--- config.mk ---
export PLATFORM = sky130hd
export DESIGN_NAME = pwct_top
export DESIGN_NICKNAME = d
export VERILOG_FILES = /design/src/rtl/pwct_pkg.sv /design/src/rtl/pwct_filter.sv /design/src/rtl/pwct_top.sv
export SDC_FILE = /design/constraint.sdc
export NUM_CORES = 1
export LEC_CHECK = 0
export BUFFER_PORTS_ARGS = -buffer_cell sky130_fd_sc_hd__buf_4
export CAP_MARGIN = 20
export CORE_UTILIZATION = 55
export CTS_BUF_LIST = sky130_fd_sc_hd__clkbuf_4
export DETAILED_ROUTE_END_ITERATION = 8
export HOLD_SLACK_MARGIN = 0.15
export PLACE_DENSITY = 0.83
export REMOVE_ABC_BUFFERS = 1
export SYNTH_ARGS = -nofsm -noshare
export SYNTH_HDL_FRONTEND = slang
export SYNTH_HIERARCHICAL = 1
export SYNTH_SLANG_ARGS = --single-unit
--- constraint.sdc ---
create_clock -name pclk -period 2.75 [get_ports pclk]
set_input_delay 0 -clock pclk [delete_from_list [all_inputs] [get_ports pclk]]
set_output_delay 0 -clock pclk [all_outputs]
set_load 0.05 [all_outputs]
--- src/rtl/pwct_pkg.sv ---
// package: register map, field positions, reset values and timing for the pulse width count timer
package pwct_pkg;

  // --------------------------------------------------------------------------
  // register byte addresses (apb, one aligned word each)
  // --------------------------------------------------------------------------
  localparam logic [7:0] PWCT_CTRL1_ADDR  = 8'h00;  // control_reg_one
  localparam logic [7:0] PWCT_CTRL2_ADDR  = 8'h04;  // control_reg_two
  localparam logic [7:0] PWCT_RELOAD_ADDR = 8'h08;  // reload_buffer_reg
  localparam logic [7:0] PWCT_FILT_ADDR   = 8'h0c;  // filter_clock_reg

  // --------------------------------------------------------------------------
  // field positions
  // --------------------------------------------------------------------------
  localparam int PWCT_C1_RUN   = 7;  // counter run bit
  localparam int PWCT_C1_IE    = 5;  // irq_enable_bit
  localparam int PWCT_C1_UF    = 2;  // underflow_flag
  localparam int PWCT_C1_MD    = 1;  // measure_done_flag
  localparam int PWCT_C1_BF    = 0;  // buffer_full_flag
  localparam int PWCT_C2_FUNC  = 7;  // 1 = pulse measurement
  localparam int PWCT_C2_ONE   = 6;  // 1 = one-shot
  localparam int PWCT_C2_TOUT  = 5;  // underflow_output_bit
  localparam int PWCT_C2_CLK   = 2;  // count clock select, 2 bits
  localparam int PWCT_C2_EDGE  = 0;  // edge select, 2 bits

  // --------------------------------------------------------------------------
  // reset values and constants
  // --------------------------------------------------------------------------
  localparam logic [7:0] PWCT_CNT_ALL1   = 8'hff;  // measurement start value
  localparam logic [7:0] PWCT_RELOAD_RST = 8'h00;
  localparam logic [1:0] PWCT_FILT_RST   = 2'h0;
  localparam int         PWCT_MC_DIV     = 4;      // oscillator periods per machine cycle
  localparam int         PWCT_DIV_B      = 4;      // second count clock, machine cycles
  localparam int         PWCT_DIV_C      = 32;     // third count clock, machine cycles
  localparam int         PWCT_FILT_DEPTH = 3;      // integrator length in samples

  // --------------------------------------------------------------------------
  // types
  // --------------------------------------------------------------------------
  typedef enum logic [1:0] {
    PWCT_M_HIGH,   // rising to falling
    PWCT_M_CYC_R,  // rising to rising
    PWCT_M_CYC_F,  // falling to falling
    PWCT_M_LOW     // falling to rising
  } pwct_edge_e;

  typedef enum logic [1:0] {PWCT_IDLE, PWCT_ARMED, PWCT_COUNT} pwct_state_e;

  typedef struct packed {
    logic       run;
    logic       ie;
    logic       uf;
    logic       md;
    logic       bf;
    logic       func;
    logic       one;
    logic       tout;
    logic [1:0] clk_sel;
    logic [1:0] edge_sel;
    logic [1:0] filt_sel;
    logic [7:0] reload;
  } pwct_regs_s;

endpackage

--- src/rtl/pwct_filter.sv ---
// noise filter: synchroniser plus sample integrator on a selected timebase tap
`timescale 1ns/10ps
`default_nettype none
module pwct_filter #(
  parameter int DEPTH = pwct_pkg::PWCT_FILT_DEPTH
) (
  input  wire logic       pclk,
  input  wire logic       presetn,
  input  wire logic       ce,
  input  wire logic       pin_in,    // raw pulse_input_pin
  input  wire logic [2:0] taps,      // timebase sample strobes
  input  wire logic [1:0] sel,       // chosen tap
  output var  logic       filt_out   // cleaned level
);

  // --------------------------------------------------------------------------
  // state
  // --------------------------------------------------------------------------
  typedef struct packed {
    logic                     s1;     // first sync stage
    logic                     s2;     // second sync stage
    logic [$clog2(DEPTH+1)-1:0] acc;  // integrator
    logic                     lvl;
  } pwct_filt_s;

  pwct_filt_s st_r;
  pwct_filt_s st_nxt;
  logic       strobe;

  // unused tap code 3 simply never samples
  assign strobe = (sel < 2'd3) ? taps[sel] : 1'b0;
  assign filt_out = st_r.lvl;

  // --------------------------------------------------------------------------
  // integrate: level moves only after DEPTH agreeing samples
  // --------------------------------------------------------------------------
  always_comb begin
    st_nxt    = st_r;
    st_nxt.s1 = pin_in;
    st_nxt.s2 = st_r.s1;
    if (strobe) begin
      if (st_r.s2 && st_r.acc != DEPTH[$bits(st_r.acc)-1:0]) begin
        st_nxt.acc = st_r.acc + 1'b1;
      end else if (!st_r.s2 && st_r.acc != '0) begin
        st_nxt.acc = st_r.acc - 1'b1;
      end
      if (st_nxt.acc == DEPTH[$bits(st_r.acc)-1:0]) begin
        st_nxt.lvl = 1'b1;
      end else if (st_nxt.acc == '0) begin
        st_nxt.lvl = 1'b0;
      end
    end
  end

  always_ff @(posedge pclk or negedge presetn) begin
    if (!presetn) begin
      st_r <= '0;
    end else if (ce) begin
      st_r <= st_nxt;
    end
  end

  // level never changes without a sample strobe
  filt_hold_a: assert property (@(posedge pclk) disable iff (!presetn)
    (ce && !strobe) |=> $stable(st_r.lvl)) else $error("filter moved without sample");

endmodule
`default_nettype wire

--- src/rtl/pwct_top.sv ---
// pulse width count timer: apb registers, prescaler, down counter, edge logic, interrupt
//
// Contract
// - function chosen: interval timer or measurement
// - count clocks of 1, 4, 32 machine cycles
// - interval programmable from 1 to 256 clocks
// - reload mode continuous, one-shot mode single
// - reload value zero means 256 counts
// - start from reload, or all ones measuring
// - underflow from one to zero toggles output
// - reload mode reloads counter on underflow
// - measurement end copies counter to buffer
// - start and end edges gate the counter
// - measure high, low, or full period
// - back-to-back measurements without reconfiguration
// - filter samples and integrates pulse input
// - filter clock from three timebase taps
// - underflow raises interrupt when enabled
// - measurement done or unread result interrupts
// - machine cycle is four oscillator periods
// - one-shot underflow clears run bit
// - buffer full set on done, cleared by read
// - writing zero clears flag, one keeps
// - run cleared mid-measure: no transfer, reload ones
`timescale 1ns/10ps
`default_nettype none
module pwct_top #(
  parameter int MC_DIV = pwct_pkg::PWCT_MC_DIV,
  parameter int DIV_B  = pwct_pkg::PWCT_DIV_B,
  parameter int DIV_C  = pwct_pkg::PWCT_DIV_C
) (
  input  wire logic        pclk,
  input  wire logic        presetn,
  input  wire logic        ce,         // freezes all state while low
  input  wire logic        psel,
  input  wire logic        penable,
  input  wire logic        pwrite,
  input  wire logic [7:0]  paddr,
  input  wire logic [31:0] pwdata,
  output var  logic [31:0] prdata,
  output logic             pready,
  output logic             pslverr,
  input  wire logic        pulse_input_pin,
  input  wire logic [2:0]  tb_taps,     // timebase filter sample strobes, one pulse each
  output logic             underflow_output_bit,
  output logic             timer_irq_line
);

  // --------------------------------------------------------------------------
  // state record
  // --------------------------------------------------------------------------
  typedef struct packed {
    pwct_pkg::pwct_regs_s  rg;      // software visible
    pwct_pkg::pwct_state_e ms;      // measurement sequencer
    logic [7:0]            cnt;     // down counter
    logic [1:0]            osc;     // oscillator-to-machine-cycle divider
    logic [4:0]            pre;     // machine cycle prescaler
    logic                  flt_d;   // previous filtered level
    logic [31:0]           rdata;   // registered read data
    logic                  rvalid;  // read captured, answer next cycle
  } pwct_state_s;

  pwct_state_s st_r;
  pwct_state_s st_nxt;

  logic       filt_lvl;    // cleaned pulse input
  logic       mc_tick;     // one machine cycle elapsed
  logic       cnt_tick;    // selected count clock edge
  logic       rise;
  logic       fall;
  logic       start_ev;
  logic       end_ev;
  logic       acc;         // apb access phase
  logic       wr;
  logic       rd;
  logic       mapped;
  logic       uf_ev;       // underflow this cycle
  logic       done_ev;     // measurement completed this cycle

  // --------------------------------------------------------------------------
  // noise filter
  // --------------------------------------------------------------------------
  pwct_filter #(
    .DEPTH (pwct_pkg::PWCT_FILT_DEPTH)
  ) u_filt (
    .pclk     (pclk),
    .presetn  (presetn),
    .ce       (ce),
    .pin_in   (pulse_input_pin),
    .taps     (tb_taps),
    .sel      (st_r.rg.filt_sel),
    .filt_out (filt_lvl)
  );

  // --------------------------------------------------------------------------
  // apb decode: writes answer at once, reads after one wait state;
  // unmapped address answers pslverr
  // --------------------------------------------------------------------------
  assign acc    = psel && penable;
  assign mapped = (paddr == pwct_pkg::PWCT_CTRL1_ADDR) || (paddr == pwct_pkg::PWCT_CTRL2_ADDR) ||
                  (paddr == pwct_pkg::PWCT_RELOAD_ADDR) || (paddr == pwct_pkg::PWCT_FILT_ADDR);
  assign wr      = acc && pwrite && mapped && ce;
  assign rd      = acc && !pwrite && mapped && ce && !st_r.rvalid;
  // read data is registered on the first access cycle and shown on the second,
  // so prdata comes from a flop yet stands at the edge that completes the read
  assign pready  = ce && (pwrite || st_r.rvalid);
  assign pslverr = acc && !mapped;
  assign prdata  = st_r.rdata;

  // --------------------------------------------------------------------------
  // clock chain: pclk is the oscillator, machine cycle = MC_DIV of them
  // --------------------------------------------------------------------------
  assign mc_tick = (st_r.osc == 2'(MC_DIV - 1));
  always_comb begin
    case (st_r.rg.clk_sel)
      2'd0:    cnt_tick = mc_tick;
      2'd1:    cnt_tick = mc_tick && (st_r.pre[1:0] == 2'(DIV_B - 1));
      2'd2:    cnt_tick = mc_tick && (st_r.pre == 5'(DIV_C - 1));
      default: cnt_tick = 1'b0;  // forbidden code stalls the counter
    endcase
  end

  // --------------------------------------------------------------------------
  // edge selection on the filtered level
  // --------------------------------------------------------------------------
  assign rise = filt_lvl && !st_r.flt_d;
  assign fall = !filt_lvl && st_r.flt_d;
  always_comb begin
    case (pwct_pkg::pwct_edge_e'(st_r.rg.edge_sel))
      pwct_pkg::PWCT_M_HIGH: begin
        start_ev = rise;
        end_ev   = fall;
      end
      pwct_pkg::PWCT_M_CYC_R: begin
        start_ev = rise;
        end_ev   = rise;
      end
      pwct_pkg::PWCT_M_CYC_F: begin
        start_ev = fall;
        end_ev   = fall;
      end
      pwct_pkg::PWCT_M_LOW: begin
        start_ev = fall;
        end_ev   = rise;
      end
      default: begin
        start_ev = 1'b0;
        end_ev   = 1'b0;
      end
    endcase
  end

  assign uf_ev   = st_r.rg.run && cnt_tick && (st_r.cnt == 8'h01) &&
                   (!st_r.rg.func || st_r.ms == pwct_pkg::PWCT_COUNT);
  assign done_ev = st_r.rg.run && st_r.rg.func && st_r.ms == pwct_pkg::PWCT_COUNT && end_ev;

  // --------------------------------------------------------------------------
  // next state
  // --------------------------------------------------------------------------
  always_comb begin
    st_nxt       = st_r;
    st_nxt.flt_d = filt_lvl;
    // a read answers in its second access cycle; capture and buffer-full clear
    // share the first edge, so a result landing in between is not lost
    st_nxt.rvalid = acc && !pwrite && !st_r.rvalid;
    st_nxt.osc   = mc_tick ? 2'h0 : st_r.osc + 2'h1;
    if (mc_tick) begin
      st_nxt.pre = (st_r.pre == 5'(DIV_C - 1)) ? 5'h0 : st_r.pre + 5'h1;
    end

    // counting
    if (st_r.rg.run) begin
      if (!st_r.rg.func) begin
        if (cnt_tick) begin
          if (st_r.cnt == 8'h01) begin
            st_nxt.cnt = st_r.rg.reload;  // zero reload counts 256
            if (st_r.rg.one) begin
              st_nxt.rg.run = 1'b0;
            end
          end else begin
            st_nxt.cnt = st_r.cnt - 8'h01;
          end
        end
      end else begin
        case (st_r.ms)
          pwct_pkg::PWCT_ARMED: begin
            if (start_ev) begin
              st_nxt.ms  = pwct_pkg::PWCT_COUNT;
              st_nxt.cnt = pwct_pkg::PWCT_CNT_ALL1;
            end
          end
          pwct_pkg::PWCT_COUNT: begin
            if (end_ev) begin
              st_nxt.rg.reload = st_r.cnt;
              // a cycle measurement ends on the next start edge: rearm straight into counting
              st_nxt.ms  = start_ev ? pwct_pkg::PWCT_COUNT : pwct_pkg::PWCT_ARMED;
              st_nxt.cnt = pwct_pkg::PWCT_CNT_ALL1;
            end else if (cnt_tick) begin
              st_nxt.cnt = st_r.cnt - 8'h01;  // wraps 00 to ff and keeps going
            end
          end
          default: st_nxt.ms = pwct_pkg::PWCT_ARMED;
        endcase
      end
    end else begin
      st_nxt.ms = pwct_pkg::PWCT_IDLE;  // stop without transfer
    end

    // register reads; reading the buffer in measurement mode clears buffer full
    if (rd) begin
      st_nxt.rdata = 32'h0;
      case (paddr)
        pwct_pkg::PWCT_CTRL1_ADDR: begin
          st_nxt.rdata[pwct_pkg::PWCT_C1_RUN] = st_r.rg.run;
          st_nxt.rdata[pwct_pkg::PWCT_C1_IE]  = st_r.rg.ie;
          st_nxt.rdata[pwct_pkg::PWCT_C1_UF]  = st_r.rg.uf;
          st_nxt.rdata[pwct_pkg::PWCT_C1_MD]  = st_r.rg.md;
          st_nxt.rdata[pwct_pkg::PWCT_C1_BF]  = st_r.rg.bf;
        end
        pwct_pkg::PWCT_CTRL2_ADDR: begin
          st_nxt.rdata[pwct_pkg::PWCT_C2_FUNC]              = st_r.rg.func;
          st_nxt.rdata[pwct_pkg::PWCT_C2_ONE]               = st_r.rg.one;
          st_nxt.rdata[pwct_pkg::PWCT_C2_TOUT]              = st_r.rg.tout;
          st_nxt.rdata[pwct_pkg::PWCT_C2_CLK +: 2]          = st_r.rg.clk_sel;
          st_nxt.rdata[pwct_pkg::PWCT_C2_EDGE +: 2]         = st_r.rg.edge_sel;
        end
        pwct_pkg::PWCT_RELOAD_ADDR: begin
          st_nxt.rdata[7:0] = st_r.rg.reload;
          if (st_r.rg.func) begin
            st_nxt.rg.bf = 1'b0;
          end
        end
        pwct_pkg::PWCT_FILT_ADDR: st_nxt.rdata[1:0] = st_r.rg.filt_sel;
        default: st_nxt.rdata = 32'h0;
      endcase
    end

    // register writes
    if (wr) begin
      case (paddr)
        pwct_pkg::PWCT_CTRL1_ADDR: begin
          st_nxt.rg.ie = pwdata[pwct_pkg::PWCT_C1_IE];
          if (!pwdata[pwct_pkg::PWCT_C1_UF]) st_nxt.rg.uf = 1'b0;
          if (!pwdata[pwct_pkg::PWCT_C1_MD]) st_nxt.rg.md = 1'b0;
          if (pwdata[pwct_pkg::PWCT_C1_RUN] && !st_r.rg.run) begin
            st_nxt.rg.run = 1'b1;
            st_nxt.cnt    = st_r.rg.func ? pwct_pkg::PWCT_CNT_ALL1 : st_r.rg.reload;
            st_nxt.ms     = pwct_pkg::PWCT_ARMED;
          end else if (!pwdata[pwct_pkg::PWCT_C1_RUN]) begin
            st_nxt.rg.run = 1'b0;
          end
        end
        pwct_pkg::PWCT_CTRL2_ADDR: begin
          st_nxt.rg.func     = pwdata[pwct_pkg::PWCT_C2_FUNC];
          st_nxt.rg.one      = pwdata[pwct_pkg::PWCT_C2_ONE];
          st_nxt.rg.clk_sel  = pwdata[pwct_pkg::PWCT_C2_CLK +: 2];
          st_nxt.rg.edge_sel = pwdata[pwct_pkg::PWCT_C2_EDGE +: 2];
        end
        pwct_pkg::PWCT_RELOAD_ADDR: begin
          // measurement mode makes the buffer read-only
          if (!st_r.rg.func) st_nxt.rg.reload = pwdata[7:0];
        end
        pwct_pkg::PWCT_FILT_ADDR: st_nxt.rg.filt_sel = pwdata[1:0];
        default: ;
      endcase
    end

    // hardware events set last so they win over a same-cycle clear
    if (uf_ev) begin
      st_nxt.rg.uf   = 1'b1;
      st_nxt.rg.tout = ~st_r.rg.tout;
    end
    if (done_ev) begin
      st_nxt.rg.md = 1'b1;
      st_nxt.rg.bf = 1'b1;
    end
  end

  // --------------------------------------------------------------------------
  // state register
  // --------------------------------------------------------------------------
  always_ff @(posedge pclk or negedge presetn) begin
    if (!presetn) begin
      st_r           <= '0;
      st_r.ms        <= pwct_pkg::PWCT_IDLE;
      st_r.rg.reload <= pwct_pkg::PWCT_RELOAD_RST;
      st_r.rg.filt_sel <= pwct_pkg::PWCT_FILT_RST;
    end else if (ce) begin
      st_r <= st_nxt;
    end
  end

  // --------------------------------------------------------------------------
  // outputs
  // --------------------------------------------------------------------------
  assign underflow_output_bit = st_r.rg.tout;
  assign timer_irq_line = st_r.rg.ie && (st_r.rg.uf || st_r.rg.md || st_r.rg.bf);

  // --------------------------------------------------------------------------
  // checks
  // --------------------------------------------------------------------------
  irq_flags_a: assert property (@(posedge pclk) disable iff (!presetn)
    (ce && st_r.rg.ie && (uf_ev || done_ev) && !wr) |=> timer_irq_line)
    else $error("irq missing after timer event");
  uf_toggle_a: assert property (@(posedge pclk) disable iff (!presetn)
    (ce && uf_ev) |=> (st_r.rg.uf && underflow_output_bit != $past(underflow_output_bit)))
    else $error("underflow did not toggle output");
  reload_uf_a: assert property (@(posedge pclk) disable iff (!presetn)
    (ce && uf_ev && !st_r.rg.func && !wr) |=> st_r.cnt == $past(st_r.rg.reload))
    else $error("counter not reloaded");
  oneshot_stop_a: assert property (@(posedge pclk) disable iff (!presetn)
    (ce && uf_ev && !st_r.rg.func && st_r.rg.one && !wr) |=> !st_r.rg.run)
    else $error("one-shot kept running");
  meas_capture_a: assert property (@(posedge pclk) disable iff (!presetn)
    (ce && done_ev) |=> (st_r.rg.reload == $past(st_r.cnt) && st_r.rg.bf && st_r.rg.md))
    else $error("measurement not captured");
  bf_clear_a: assert property (@(posedge pclk) disable iff (!presetn)
    (rd && paddr == pwct_pkg::PWCT_RELOAD_ADDR && st_r.rg.func && !done_ev) |=> !st_r.rg.bf)
    else $error("buffer full not cleared by read");
  start_ones_a: assert property (@(posedge pclk) disable iff (!presetn)
    (ce && st_r.rg.run && st_r.rg.func && st_r.ms == pwct_pkg::PWCT_ARMED && start_ev && !wr)
    |=> (st_r.cnt == 8'hff && st_r.ms == pwct_pkg::PWCT_COUNT))
    else $error("measurement did not start from ones");
  stop_hold_a: assert property (@(posedge pclk) disable iff (!presetn)
    (ce && !st_r.rg.run && !wr) |=> $stable(st_r.rg.reload) && $stable(st_r.cnt))
    else $error("stopped counter changed");
  w1_keep_a: assert property (@(posedge pclk) disable iff (!presetn)
    (wr && paddr == pwct_pkg::PWCT_CTRL1_ADDR && pwdata[pwct_pkg::PWCT_C1_UF] && st_r.rg.uf) |=> st_r.rg.uf)
    else $error("write one cleared flag");
  tout_quiet_a: assert property (@(posedge pclk) disable iff (!presetn)
    (ce && !uf_ev) |=> $stable(underflow_output_bit))
    else $error("output toggled without underflow");
  md_cause_a: assert property (@(posedge pclk) disable iff (!presetn)
    (ce && !st_r.rg.md && !done_ev) |=> !st_r.rg.md)
    else $error("done flag set without measurement");
  count_step_a: assert property (@(posedge pclk) disable iff (!presetn)
    (ce && st_r.rg.run && !st_r.rg.func && cnt_tick && st_r.cnt != 8'h01 && !wr)
    |=> st_r.cnt == $past(st_r.cnt) - 8'h01) else $error("interval counter did not step");

endmodule
`default_nettype wire

* Yosys cells after proc, flatten, opt, wreduce, memory -nomap -nowiden *
Index checks and enable logic that the tools add are counted.

storage, ports and cells
  register bits after elaboration = 54
  output and inout port bits = 36
  logic and storage cells = 174

cells by class
  $add $sub $neg = 5
  order comparisons = 2
  eq/ne operators = 18
  multiplexer cells = 57
  bitwise gates (word level) = 1
  reduce and logical (&&, ||, !) cells = 68

operators by type and width
  cell                   number
  $mux W8                11
  $mux W10               5
  $logic_and A1 B1 Y1    25
  $mux W1                18
  $mux W18               1
  $reduce_bool A2 Y1     9
  $eq A8 B4 Y1 const B   2
  $pmux W8 S2            1
  $eq A2 B2 Y1 const B   7
  $mux W2                7
  $pmux W1 S3            4
  $reduce_and A3 Y1      4
  $reduce_and A4 Y1      3
  $eq A8 B1 Y1 const B   1
  $eq A8 B3 Y1 const B   1
  $logic_not A1 Y1       8
  $logic_not A8 Y1       1
  $mux W4                2
  $pmux W1 S2            4
  $pmux W2 S4            1
  $reduce_and A2 Y1      4
  $reduce_or A2 Y1       4
  $sub A8 B1 Y8 const B  1
  $logic_or A1 B1 Y1     7
  other kinds (14)       20

* Logic depth before layout (Yosys ltp) *
Gate-level depths: netlist of the first run.

  depth in word-level cells = 11
  depth in mapped cells = 9

* Hierarchy *
The synthesis of the first run kept the hierarchy.

by module, submodules not included
  module       instances  cells each  area each (um^2)  seq. area each (um^2)
  pwct_top     1          379         3,310.7           1,226.2
  pwct_filter  1          29          327.8             125.1

* Least setup slack after synthesis of the first run *
No wires, ideal clock.

  kind = flip-flop to flip-flop
  start point = register u_filt/st_r[1] (netlist bit)
  end point = register u_filt.st_r, in the netlist u_filt/filt_out
  library setup time = 0.128 ns
  data arrival time = 2.144 ns
  setup slack = 0.479 ns
  stages on the path, launching flop included = 9
  path buffers = 0
  path through = dfrtp_1 > inv_1 > ha_1 > mux2_2 > xnor2_1 > ha_1 > or3b_1 > o22ai_1 > mux2_1

on the way
  longest elaborated chain between the ends = 8
  elaborated cells between the ends (all ways) = 14
  those cells by class = 2 x add/sub; 2 x eq/ne; 4 x mux; 6 x reduce/logical

RTL lines
  item                                                     RTL line                              text
  from (decl)                                              pwct_filter.sv:26                     pwct_filt_s st_r;
  from (signal assigned)                                   pwct_filter.sv:59                     st_r <= st_nxt;
  branches (longest 3 deep; another with $sub A2 B1 Y2)    --
  $mux W2 *                                                pwct_filter.sv:42                     if (st_r.s2 && st_r.acc != DEPTH[$bits(st_r.acc)-1:0]) begin
  $mux W2 *                                                pwct_filter.sv:41                     if (strobe) begin
  $eq A2 B2 Y1 / $logic_not A2 Y1 (equally long branches)  pwct_filter.sv:47, pwct_filter.sv:49
  $reduce_bool A2 Y1 (no source line)                      --
  $reduce_and A3 Y1 (no source line)                       --

Mark *: on every way between the ends. The select of a mux whose other input is x is not followed.
A chain may end at the register's enable or synchronous reset.

* Worst setup path in the final report of the first run *
Ends and elaborated chain as after synthesis.

==> results of run 1 <==
[state kept, by name (all words and copies together) (netlist names)]
name,cells
prdata,8
st_r,40
u_filt/filt_out,1
u_filt/st_nxt,1
u_filt/st_r,3
underflow_output_bit,1
[cells in the mapped netlist, types with 4 or more instances]
library cell,instances,share of area [%]
sky130_fd_sc_hd__dfrtp_1,54,37
sky130_fd_sc_hd__nor2_1,38,3.9
sky130_fd_sc_hd__buf_4,32,6.6
sky130_fd_sc_hd__nand2_1,32,3.3
sky130_fd_sc_hd__o21ai_0,32,4.4
sky130_fd_sc_hd__mux2_2,22,6.8
sky130_fd_sc_hd__a21oi_1,20,2.8
sky130_fd_sc_hd__o22ai_1,18,3.1
sky130_fd_sc_hd__clkbuf_1,17,1.8
sky130_fd_sc_hd__inv_1,15,1.5
sky130_fd_sc_hd__ha_1,14,4.8
sky130_fd_sc_hd__nor3_1,9,1.2
sky130_fd_sc_hd__a31oi_1,8,1.4
sky130_fd_sc_hd__nor2b_1,8,1.4
sky130_fd_sc_hd__nand4_1,6,1.0
sky130_fd_sc_hd__mux2i_1,5,1.4
sky130_fd_sc_hd__nand3_1,5,0.69
sky130_fd_sc_hd__a211oi_1,4,0.83
sky130_fd_sc_hd__o21a_1,4,0.83
sky130_fd_sc_hd__o31ai_1,4,0.83
sky130_fd_sc_hd__xnor2_1,4,0.96
[logic make-up after synthesis]
| family | synth area share (%) |
|---|---|
| xor+xnor | 1.44 |
| simple gates | 15.8 |
| flops | 37.1 |
| fa+ha+maj | 4.81 |
| buf+inv | 10.5 |
| compound gates | 20.5 |
| other cells | 0.103 |
| mux | 9.73 |
[worst max-delay path, stage by stage, from the launching register on]
cell	delay (ps)
sky130_fd_sc_hd__dfrtp_1	500
sky130_fd_sc_hd__inv_1	70
sky130_fd_sc_hd__ha_1	190
sky130_fd_sc_hd__mux2_2	300
sky130_fd_sc_hd__xnor2_1	140
sky130_fd_sc_hd__ha_1	310
sky130_fd_sc_hd__or3b_1	360
sky130_fd_sc_hd__o22ai_1	150
sky130_fd_sc_hd__mux2_1	340
[metal layers]
metal,share of wire [%],vias to the layer above
li1,-,1515
met1,41,1594
met5,0,-
met2,49,191
met3,7.7,28
met4,2.8,0
[placed cells by master (no fill, tap or decap), types with 3 or more instances in the layout]
master | synthesis | routed
sky130_fd_sc_hd__a211oi_1 | 4 | 4
sky130_fd_sc_hd__a21oi_1 | 20 | 20
sky130_fd_sc_hd__a22oi_1 | 3 | 3
sky130_fd_sc_hd__a31oi_1 | 8 | 8
sky130_fd_sc_hd__and3_1 | 3 | 3
sky130_fd_sc_hd__buf_4 | 32 | 44
sky130_fd_sc_hd__clkbuf_4 | 0 | 5
sky130_fd_sc_hd__conb_1 | 1 | 24
sky130_fd_sc_hd__dfrtp_1 | 54 | 54
sky130_fd_sc_hd__dlygate4sd3_1 | 0 | 27
sky130_fd_sc_hd__ha_1 | 14 | 14
sky130_fd_sc_hd__inv_1 | 15 | 15
sky130_fd_sc_hd__mux2_2 | 22 | 22
sky130_fd_sc_hd__mux2i_1 | 5 | 5
sky130_fd_sc_hd__nand2_1 | 32 | 32
sky130_fd_sc_hd__nand2b_1 | 3 | 3
sky130_fd_sc_hd__nand3_1 | 5 | 5
sky130_fd_sc_hd__nand4_1 | 6 | 6
sky130_fd_sc_hd__nor2_1 | 38 | 38
sky130_fd_sc_hd__nor2b_1 | 8 | 8
sky130_fd_sc_hd__nor3_1 | 9 | 9
sky130_fd_sc_hd__o21a_1 | 4 | 4
sky130_fd_sc_hd__o21ai_0 | 32 | 32
sky130_fd_sc_hd__o22ai_1 | 18 | 18
sky130_fd_sc_hd__o31ai_1 | 4 | 4
sky130_fd_sc_hd__or3_1 | 3 | 3
sky130_fd_sc_hd__xnor2_1 | 4 | 4
[worst paths after layout]
kind | slack, ps | startpoint | to
max | 290 | u_filt/st_r[1] | u_filt/filt_out
min | 140 | paddr[0] | prdata[6]
max reg2reg | 290 | u_filt/st_r[1] | u_filt/filt_out
min reg2reg | 510 | prdata[3] | prdata[3]
max in group asynchronous | 2140 | presetn | st_r[47]
min in group asynchronous | 170 | presetn | st_r[43]
[power by group through the flow]
stage / Combinational [uW] / Clock (uW) / Sequential, uW
finish: 849 / 375 / 1000
global placement: 761 / 0 / 1000
detailed placement: 802 / 0 / 1010
global route: 940 / 396 / 1020
floorplan: 594 / 0 / 982
CTS: 838 / 376 / 997
[timing repair]
item	in CTS	in global routing
endpoints found under the hold margin	85	0
setup endpoints to repair	0	1
buffers inserted	0	0
resized for setup	0	1
hold buffers	27	0
[through the flow]
step / utilization, % / worst slack [ps]
CTS: 65.3 / 263
global placement: 60.3 / 370
detailed placement: 60.3 / 287
finish: 65.4 / 286
global route: 65.4 / 110
floorplan: - / 479
[layout make-up]
type / instances / area, um^2
clock buffer: 5 / 37.5
clock inverter: 2 / 13.8
fill: 518 / 2200
inverter: 15 / 56.3
multi-input combinational: 310 / 2000
sequential: 54 / 1350
tap: 77 / 96.3
timing repair buffer: 71 / 601
==> impl_summary.txt, run 1 <==
----------------------------------------------------
[Run status]
  Run status ... finished, final reports clean

[Timing]
  Final-report hold violation count ... 0
  Unrepaired setup endpoints after global routing ... false
  Headroom to the max-slew limit ... a little over half
  Max-slew violations ... 0
  Minimum clock period after layout ... 2460 ps
  Period utilisation layout ... between 80% and 90%
  Transition time of the tightest slew-check pin ... around 700 ps
  Setup_tns ... 0 ps
  Total of endpoints with negative setup slack in the final report ... 0
  Worst hold slack ... between 100 and 150 ps
  Peak clock frequency supported by timing ... 0.406 GHz
  Final Skew ... between 10 and 15 ps

[Layout]
  # nets final ... roughly 520
  Final standard cell area without fillers ... approximately 0.0042 mm^2
  Synthesis-to-finish area growth ... 14.1%
  Non-filler instance count after layout ... 534
  Number of diodes added for antenna fixing ... 0
  Share of cells above drive strength 1 ... 18.4%

[Pwr]
  Sw power ... ~870 uW
  Power share of the combinational group ... between 30% and 40%
  Peak supply drop ... between 300 and 400 uV
  Overall power ... between 2000 and 2500 uW
  Sequential share of power ... between 40% and 50%
  Fraction of power consumed by the clock network ... roughly 17%
  Power per standard cell area ... between 500 and 600 mW/mm^2
  Net Sw Frac ... about two fifths
  Internal Dissipation ... between 1000 and 1500 uW
  Leakage power of the design ... 0.00186 uW

[Global route]
  Met1 Use GR ... 36.7%
  Total global routing overflow ... 0
  Global-route wire length before repair ... 15.5 mm
  GR met2 Demand/Resource ... between 40 and 50%
  Vias in the first global route ... around 3.1k
  Global routing usage on met3 ... about 3.8%
  GRT Total Usage ... between 20% and 30%
  Antenna violations before repair ... 0
  Largest net degree at the start of global routing ... 55
  Layer with the highest usage after global routing ... met2

[Place]
  Count of input and output buffers ... 37
  HPWL after detailed placement ... about 6.5 mm
  Final weighted congestion in routability-driven placement ... 0.937
  Number of placed instances, taps included ... 500
  Placed cell areas ... 0.00383 mm^2

[Floorplanning]
  Die Ht ... ~83 um
  Floorplan die width ... approximately 83 um
  DIE AREA ... roughly 0.0069 mm^2
  I/O pin total ... between 80 and 90
  Core Footprint ... 0.00635 mm^2
  Initial core utilization ... between 50% and 60%
  Number of standard-cell rows in the floorplan ... 29

[Yosys]
  Number of enable-type register cells in the synthesized netlist ... 0
  Mapped Avg Cell Area ... between 8 and 9 um^2
  Post-synthesis instance total ... a little over 400
  Netlist cell types ... 60
  Post-Synthesis Cell Area ... 0.00364 mm^2
  Number of synthesized register bits ... 54
  Proportion of synthesized flip-flops having asynchronous set or reset ... 100%
  Yosys warnings ... 6
  Post-synth top flop ... sky130_fd_sc_hd__dfrtp_1
  Part of the Yosys area used for sequential elements ... 37.1%

[Clocking]
  H-tree Lvls ... 2
  Clock-pin slew on the worst setup and hold paths ... about 170 ps
  Number of buffers inserted during clock tree synthesis ... 5
  Clock root buffer ... sky130_fd_sc_hd__clkbuf_4
  Clock tree from TritonCTS ... built
  Clk Latency, worst-skew pair ... a little under 400 ps
  Max Root-Sink Buffers ... 2
  Clock Sinks ... 54

[Setup path]
  Category of the worst setup path capture point ... register
  Startpoint type of the worst setup path ... register
  WP data arrival ... between 2000 and 3000 ps
  Crit path kind ... register to register
  Data required, critical path ... ~3100 ps
  Maximum net fanout on the critical path ... 6
  R2r worst-path depth ... 8

[Routing]
  Routed vias/inst ... between 6 and 7
  DR pass1 iterations ... 5
  WL/cell ... ~18 um
  Iter 0 DRT Violations ... 313
  Final routed wirelength across all metal layers ... around 9.4 mm
  Number of nets with antenna violations after routing ... 0
  Vias after detailed routing ... between 3k and 4k
  Remaining design rule violation count ... 0

[Hold path]
  Kind of path behind the tightest hold check ... input pin to register
  Hold path cells ... 4

[Job]
  Max-cap violations ... 0

----------------------------------------------------
Note: power is estimated with default switching activity, not from simulation.
==> run 2: changes to the inputs <==
--- a/config.mk
+++ b/config.mk
@@ -7,11 +7,11 @@
 export LEC_CHECK = 0
 export BUFFER_PORTS_ARGS = -buffer_cell sky130_fd_sc_hd__buf_4
 export CAP_MARGIN = 20
-export CORE_UTILIZATION = 55
+export CORE_UTILIZATION = 50
 export CTS_BUF_LIST = sky130_fd_sc_hd__clkbuf_4
 export DETAILED_ROUTE_END_ITERATION = 8
 export HOLD_SLACK_MARGIN = 0.15
-export PLACE_DENSITY = 0.83
+export PLACE_DENSITY = 0.77
 export REMOVE_ABC_BUFFERS = 1
 export SYNTH_ARGS = -nofsm -noshare
 export SYNTH_HDL_FRONTEND = slang
==> run 2 against run 1 <==
Hold slack improved by 21 ps; highest routed layer unchanged; critical path type is now input pin to register; fmax is 0.93% higher; sequential power about the same; critical endpoint is now st_r[41]; largest cell class unchanged.
==> impl_summary.txt, run 2 (synthesized netlist as in run 1, its figures left out) <==
----------------------------------------------------
[Run status]
  Run status ... finished, final reports clean

[Layout]
  Synthesis-to-finish area growth ... 14.9%
  Most frequent cells in the layout ... sky130_fd_sc_hd__dfrtp_1 (54), sky130_fd_sc_hd__buf_4 (46), sky130_fd_sc_hd__nor2_1 (38), sky130_fd_sc_hd__nand2_1 (32), sky130_fd_sc_hd__o21ai_0 (32)
  Register bank with the most flops ... st_r
  # nets final ... 521
  Largest register FFs ... 40
  Number of diodes added for antenna fixing ... 0
  Share of cells above drive strength 1 ... about a fifth
  Most common cell after layout, fill and taps aside ... sky130_fd_sc_hd__dfrtp_1

[Routing]
  WL/cell ... 16.6 um
  Final routed wirelength across all metal layers ... 9.22 mm
  Vias after detailed routing ... 3307
  DR pass1 iterations ... 5
  Iter 0 DRT Violations ... 287
  Number of nets with antenna violations after routing ... 0
  Remaining design rule violation count ... 0
  Routed vias/inst ... 5.97

[Timing]
  Setup_tns ... 0 ps
  Period utilisation layout ... approximately nine tenths
  Final Skew ... 16.8 ps
  Max-slew violations ... 0
  Unrepaired setup endpoints after global routing ... false
  Transition time of the tightest slew-check pin ... between 700 and 800 ps
  Final-report hold violation count ... 0
  Total of endpoints with negative setup slack in the final report ... 0
  Headroom to the max-slew limit ... between 50% and 60%
  Peak clock frequency supported by timing ... around 0.41 GHz
  Minimum clock period after layout ... approximately 2400 ps

[Hold path]
  Kind of path behind the tightest hold check ... input pin to register
  Hold path cells ... 3

[Global route]
  Global-route wire length before repair ... 15.0 mm
  GRT Total Usage ... around a quarter
  Antenna violations before repair ... 0
  Largest net degree at the start of global routing ... 55
  Total global routing overflow ... 0
  Vias in the first global route ... roughly 3.1k

[Pwr]
  Fraction of power consumed by the clock network ... 16.7%
  Overall power ... around 2200 uW
  Net Sw Frac ... between 30% and 40%
  Leakage power of the design ... about 0.0019 uW
  Peak supply drop ... between 300 and 400 uV
  Power share of the combinational group ... 38.6%
  Sw power ... 848 uW
  Sequential share of power ... between 40% and 50%
  Power per standard cell area ... between 500 and 600 mW/mm^2
  Internal Dissipation ... 1370 uW

[Floorplanning]
  Initial core utilization ... between 50% and 60%
  DIE AREA ... approximately 0.0076 mm^2
  Core Footprint ... between 0.006 and 0.007 mm^2
  I/O pin total ... 86
  Die Ht ... ~87 um
  Number of standard-cell rows in the floorplan ... 30
  Floorplan die width ... roughly 87 um

[Setup path]
  Data required, critical path ... about 3000 ps
  Maximum net fanout on the critical path ... 4
  R2r worst-path depth ... 9
  Category of the worst setup path capture point ... register
  WP data arrival ... between 2000 and 3000 ps
  Crit path kind ... input pin to register
  Startpoint type of the worst setup path ... input pin

[Place]
  HPWL after detailed placement ... around 6.5 mm
  Count of input and output buffers ... 37
  Final weighted congestion in routability-driven placement ... between 0.8 and 0.9

[Clocking]
  Clk Latency, worst-skew pair ... 380 ps
  Clock tree from TritonCTS ... built
  H-tree Lvls ... 2
  Clock Sinks ... between 50 and 60
  Number of buffers inserted during clock tree synthesis ... 5
  Max Root-Sink Buffers ... 2
  Clock root buffer ... sky130_fd_sc_hd__clkbuf_4
  Clock-pin slew on the worst setup and hold paths ... roughly 160 ps

[Job]
  Max-cap violations ... 0

----------------------------------------------------
## run 2: cell types whose count changed in the layout (fill, tap and decap cells not counted)
| cell | change |
|---|---|
| sky130_fd_sc_hd__buf_4 | +2 |
| sky130_fd_sc_hd__inv_6 | -1 |
| sky130_fd_sc_hd__dlygate4sd3_1 | -2 |
| sky130_fd_sc_hd__clkinv_4 | +1 |
| sky130_fd_sc_hd__clkbuf_4 | +1 |
## run 2: power groups by stage
stage	registers [uW]	logic (uW)	clock network (uW)
finish	991	854	369
global route	1010	950	410
CTS	989	837	376
detailed placement	1010	802	0
global placement	997	772	0
floorplan	982	594	0
## run 2: worst paths after layout
check / from / endpoint / slack [ps]
worst max-delay path: ce / st_r[41] / 310
worst min-delay path: paddr[2] / st_r[72] / 160
worst max register to register: st_r[34] / st_r[48] / 330
worst min register to register: prdata[3] / prdata[3] / 500
max in group asynchronous: presetn / st_r[41] / 2080
min in group asynchronous: presetn / st_r[37] / 190
## run 2: per-layer routing
layer	up-vias	track usage [%]	routed length, um
met5	-	0	0
met1	1588	33.3	3800
li1	1518	-	-
met3	19	4.27	745
met2	182	42.8	4490
met4	0	7.60	182
## run 2: final cells by class
type                       instances  area (um^2)
timing repair buffer              71          596
sequential                        54         1350
clock buffer                       6         45.0
fill                             594         2730
inverter                          15         56.3
tap                               96          120
clock inverter                     2         13.8
multi-input combinational        310         2000
## run 2: worst max-delay path, cell delays in order
cell and delay [ps]:
sky130_fd_sc_hd__dlygate4sd3_1 530, sky130_fd_sc_hd__buf_4 130, sky130_fd_sc_hd__nand4_1 140, sky130_fd_sc_hd__or4_4 480, sky130_fd_sc_hd__dlygate4sd3_1 610, sky130_fd_sc_hd__nor3_1 500, sky130_fd_sc_hd__a311oi_1 80, sky130_fd_sc_hd__o41ai_1 100
sky130_fd_sc_hd__o211ai_1 140
## run 2: what timing repair did
action	4_1_cts	5_1_grt
gates resized for setup	0	1
hold endpoints to repair	85	2
setup endpoints to repair	0	1
hold buffers	24	1
buffers inserted	0	0
## run 2: metrics by stage
stage / util, % / std cells / setup WS, ps / cell area [um^2] / hold slack [ps]
floorplan: - / 379 / 479 / 3400 / -296
global placement: 56.0 / 521 / 368 / 3870 / 87.8
detailed placement: 56.0 / 521 / 326 / 3870 / 97.4
CTS: 60.3 / 553 / 271 / 4170 / 152
global route: 60.5 / 554 / 153 / 4180 / 155
finish: 60.5 / 554 / 309 / 4180 / 164
==> run 3: changes to the inputs <==
--- a/config.mk
+++ b/config.mk
@@ -10,7 +10,9 @@
 export CORE_UTILIZATION = 50
 export CTS_BUF_LIST = sky130_fd_sc_hd__clkbuf_4
 export DETAILED_ROUTE_END_ITERATION = 8
+export GPL_TIMING_DRIVEN = 0
 export HOLD_SLACK_MARGIN = 0.15
+export MAX_ROUTING_LAYER = met4
 export PLACE_DENSITY = 0.77
 export REMOVE_ABC_BUFFERS = 1
 export SYNTH_ARGS = -nofsm -noshare
==> run 3 against run 2 <==
Sequential share of layout area down 0.12 points; register-to-register slack worse by 50 ps; sequential power up 0.7%; largest cell class unchanged; highest routed layer unchanged.
==> impl_summary.txt, run 3 (synthesized netlist as in run 1, its figures left out) <==
----------------------------------------------------
[Run status]
  Run status ... finished, final reports clean

[Setup path]
  Crit Reg-Reg Startpoint ... u_filt/st_r[1]
  Capture point of the worst reg-to-reg path ... u_filt/filt_out
  Largest delay contributor family on the critical path ... buffers and inverters
  Maximum net fanout on the critical path ... 27
  Crit path kind ... input pin to register
  FF-to-FF setup slack ... 280 ps
  Cell chain of the critical path ... dlygate4sd3_1 -> buf_6 -> nand4_1 -> or4_4 -> nor3_1 -> nand2_1 -> dlygate4sd3_1 -> nand2_1 -> dlygate4sd3_1
  WP data arrival ... ~2900 ps
  Startpoint type of the worst setup path ... input pin
  Slowest Stage Delay on Critical Path ... approximately 550 ps
  Category of the worst setup path capture point ... register
  Data required, critical path ... between 3000 and 4000 ps
  Slowest cell on the critical path ... sky130_fd_sc_hd__dlygate4sd3_1
  Worst path most repeated cell ... sky130_fd_sc_hd__dlygate4sd3_1
  R2r worst-path depth ... 8
  CP bufs+invs ... 4

[Floorplanning]
  DIE AREA ... around 0.0076 mm^2
  I/O pin total ... 86
  Floorplan die width ... 87.3 um
  Initial core utilization ... between 50% and 60%
  Core Footprint ... 0.00691 mm^2
  Number of standard-cell rows in the floorplan ... 30
  Die Ht ... 87.3 um

[Global route]
  Antenna violations before repair ... 0
  Largest net degree at the start of global routing ... between 50 and 60
  Vias in the first global route ... ~3.1k
  Global-route wire length before repair ... 14.8 mm
  Total global routing overflow ... 0
  GRT Total Usage ... 25.7%

[Timing]
  Min setup slack post-route ... approximately 150 ps
  Minimum clock period after layout ... between 2000 and 3000 ps
  Total of endpoints with negative setup slack in the final report ... 0
  Transition time of the tightest slew-check pin ... just under 800 ps
  Max-slew violations ... 0
  Setup_tns ... 0 ps
  Final Skew ... roughly 12 ps
  Peak clock frequency supported by timing ... 0.385 GHz
  Period utilisation layout ... between 90% and 100%
  Headroom to the max-slew limit ... 47.4%
  Final-report hold violation count ... 0
  Unrepaired setup endpoints after global routing ... false

[Routing]
  Remaining design rule violation count ... 0
  Routed vias/inst ... 5.98
  Final routed wirelength across all metal layers ... 9.00 mm
  WL/cell ... between 15 and 20 um
  Number of nets with antenna violations after routing ... 0
  DR pass1 iterations ... 7
  Iter 0 DRT Violations ... ~270
  Vias after detailed routing ... between 3k and 4k

[Place]
  Pre-CTS setup slack ... about 84 ps
  Count of input and output buffers ... 37
  Final weighted congestion in routability-driven placement ... 0.921
  HPWL after detailed placement ... 6.36 mm

[Clocking]
  Number of buffers inserted during clock tree synthesis ... 5
  H-tree Lvls ... 2
  Max Root-Sink Buffers ... 2
  Clock Sinks ... between 50 and 60
  Clock tree from TritonCTS ... built
  Clk Latency, worst-skew pair ... 380 ps
  Clock-pin slew on the worst setup and hold paths ... 150 ps
  Clock root buffer ... sky130_fd_sc_hd__clkbuf_4

[Layout]
  Most common cell after layout, fill and taps aside ... sky130_fd_sc_hd__dfrtp_1
  Synthesis-to-finish area growth ... 15.3%
  Core Util, Final ... around three fifths
  Most frequent cells in the layout ... sky130_fd_sc_hd__dfrtp_1 (54), sky130_fd_sc_hd__nor2_1 (38), sky130_fd_sc_hd__buf_4 (36), sky130_fd_sc_hd__nand2_1 (32), sky130_fd_sc_hd__o21ai_0 (32)
  Register bank with the most flops ... st_r
  # nets final ... just over 500
  Largest register FFs ... 40
  Share of cells above drive strength 1 ... between 15 and 20%
  Number of diodes added for antenna fixing ... 0

[Hold path]
  Kind of path behind the tightest hold check ... input pin to asynchronous set/reset pin

[Pwr]
  Peak supply drop ... between 300 and 400 uV
  Overall power ... 2290 uW
  Leakage power of the design ... ~0.0019 uW
  Power per standard cell area ... 546 mW/mm^2

[Job]
  Max-cap violations ... 0

----------------------------------------------------
-- run 3: changes by cell type in the layout (fill, tap and decap cells not counted), sizes merged --
| cell | before | now |
|---|---|---|
| clkbuf | 6 | 7 |
| dlygate4sd3 | 25 | 30 |
| clkinv | 2 | 0 |
| buf | 46 | 38 |
| bufinv | 0 | 1 |
-- run 3: where the power goes --
group          total (uW)  leakage [uW]  internal, uW  switching, uW
logic                 831       0.00109           358            473
registers             998      0.000719           887            111
clock network         462     0.0000463           213            249
-- run 3: worst reg2reg max path: cells and delay by family, from the launching register on --
kind	cells	cell delay [ps]
muxes	2	640
adders and majority gates	2	510
DFF	1	480
and+or+nand+nor	1	360
AOI/OAI and AO/OA	1	160
xor gates and xnor gates	1	140
buffers and inverters	1	70
-- run 3: repair_timing --
action                                  4_1_cts  5_1_grt
gates resized for setup                       0        2
hold buffers                                 30        0
endpoints found under the hold margin        91        0
endpoints found under the setup margin        0        2
setup buffers                                 0        0
-- run 3: worst max path at each step --
stage                         startpoint               to  cells past startpoint
after floorplan           u_filt/st_r[1]  u_filt/filt_out                      8
after global placement          st_r[45]         st_r[72]                      6
after detailed placement        st_r[45]         st_r[72]                      6
after CTS                       st_r[46]         st_r[72]                      6
after global routing                  ce         st_r[71]                      9
final                                 ce         st_r[71]                      9
-- run 3: metal layers --
layer	GRT usage (%)	share of wire (%)	routed length, um
met5	-	0	0
met4	8.05	1.6	145
met3	4.17	7.5	677
met2	42.6	49	4410
met1	32.1	42	3770
-- run 3: stage by stage --
step,cell area [um^2],cells,hold WS [ps]
floorplan,3400,379,-296
global placement,3800,512,91.0
detailed placement,3800,512,90.7
CTS,4180,550,209
global route,4190,551,237
finish,4190,551,194
-- run 3: cell type report --
cell class              count  area (um^2)
clock buffers               7         52.6
multi-input cells         310         2000
inverters                  15         56.3
well taps                  96          120
clock inverters             1         30.0
repair buffers             68          587
fillers                   593         2710
flip-flops and latches     54         1350
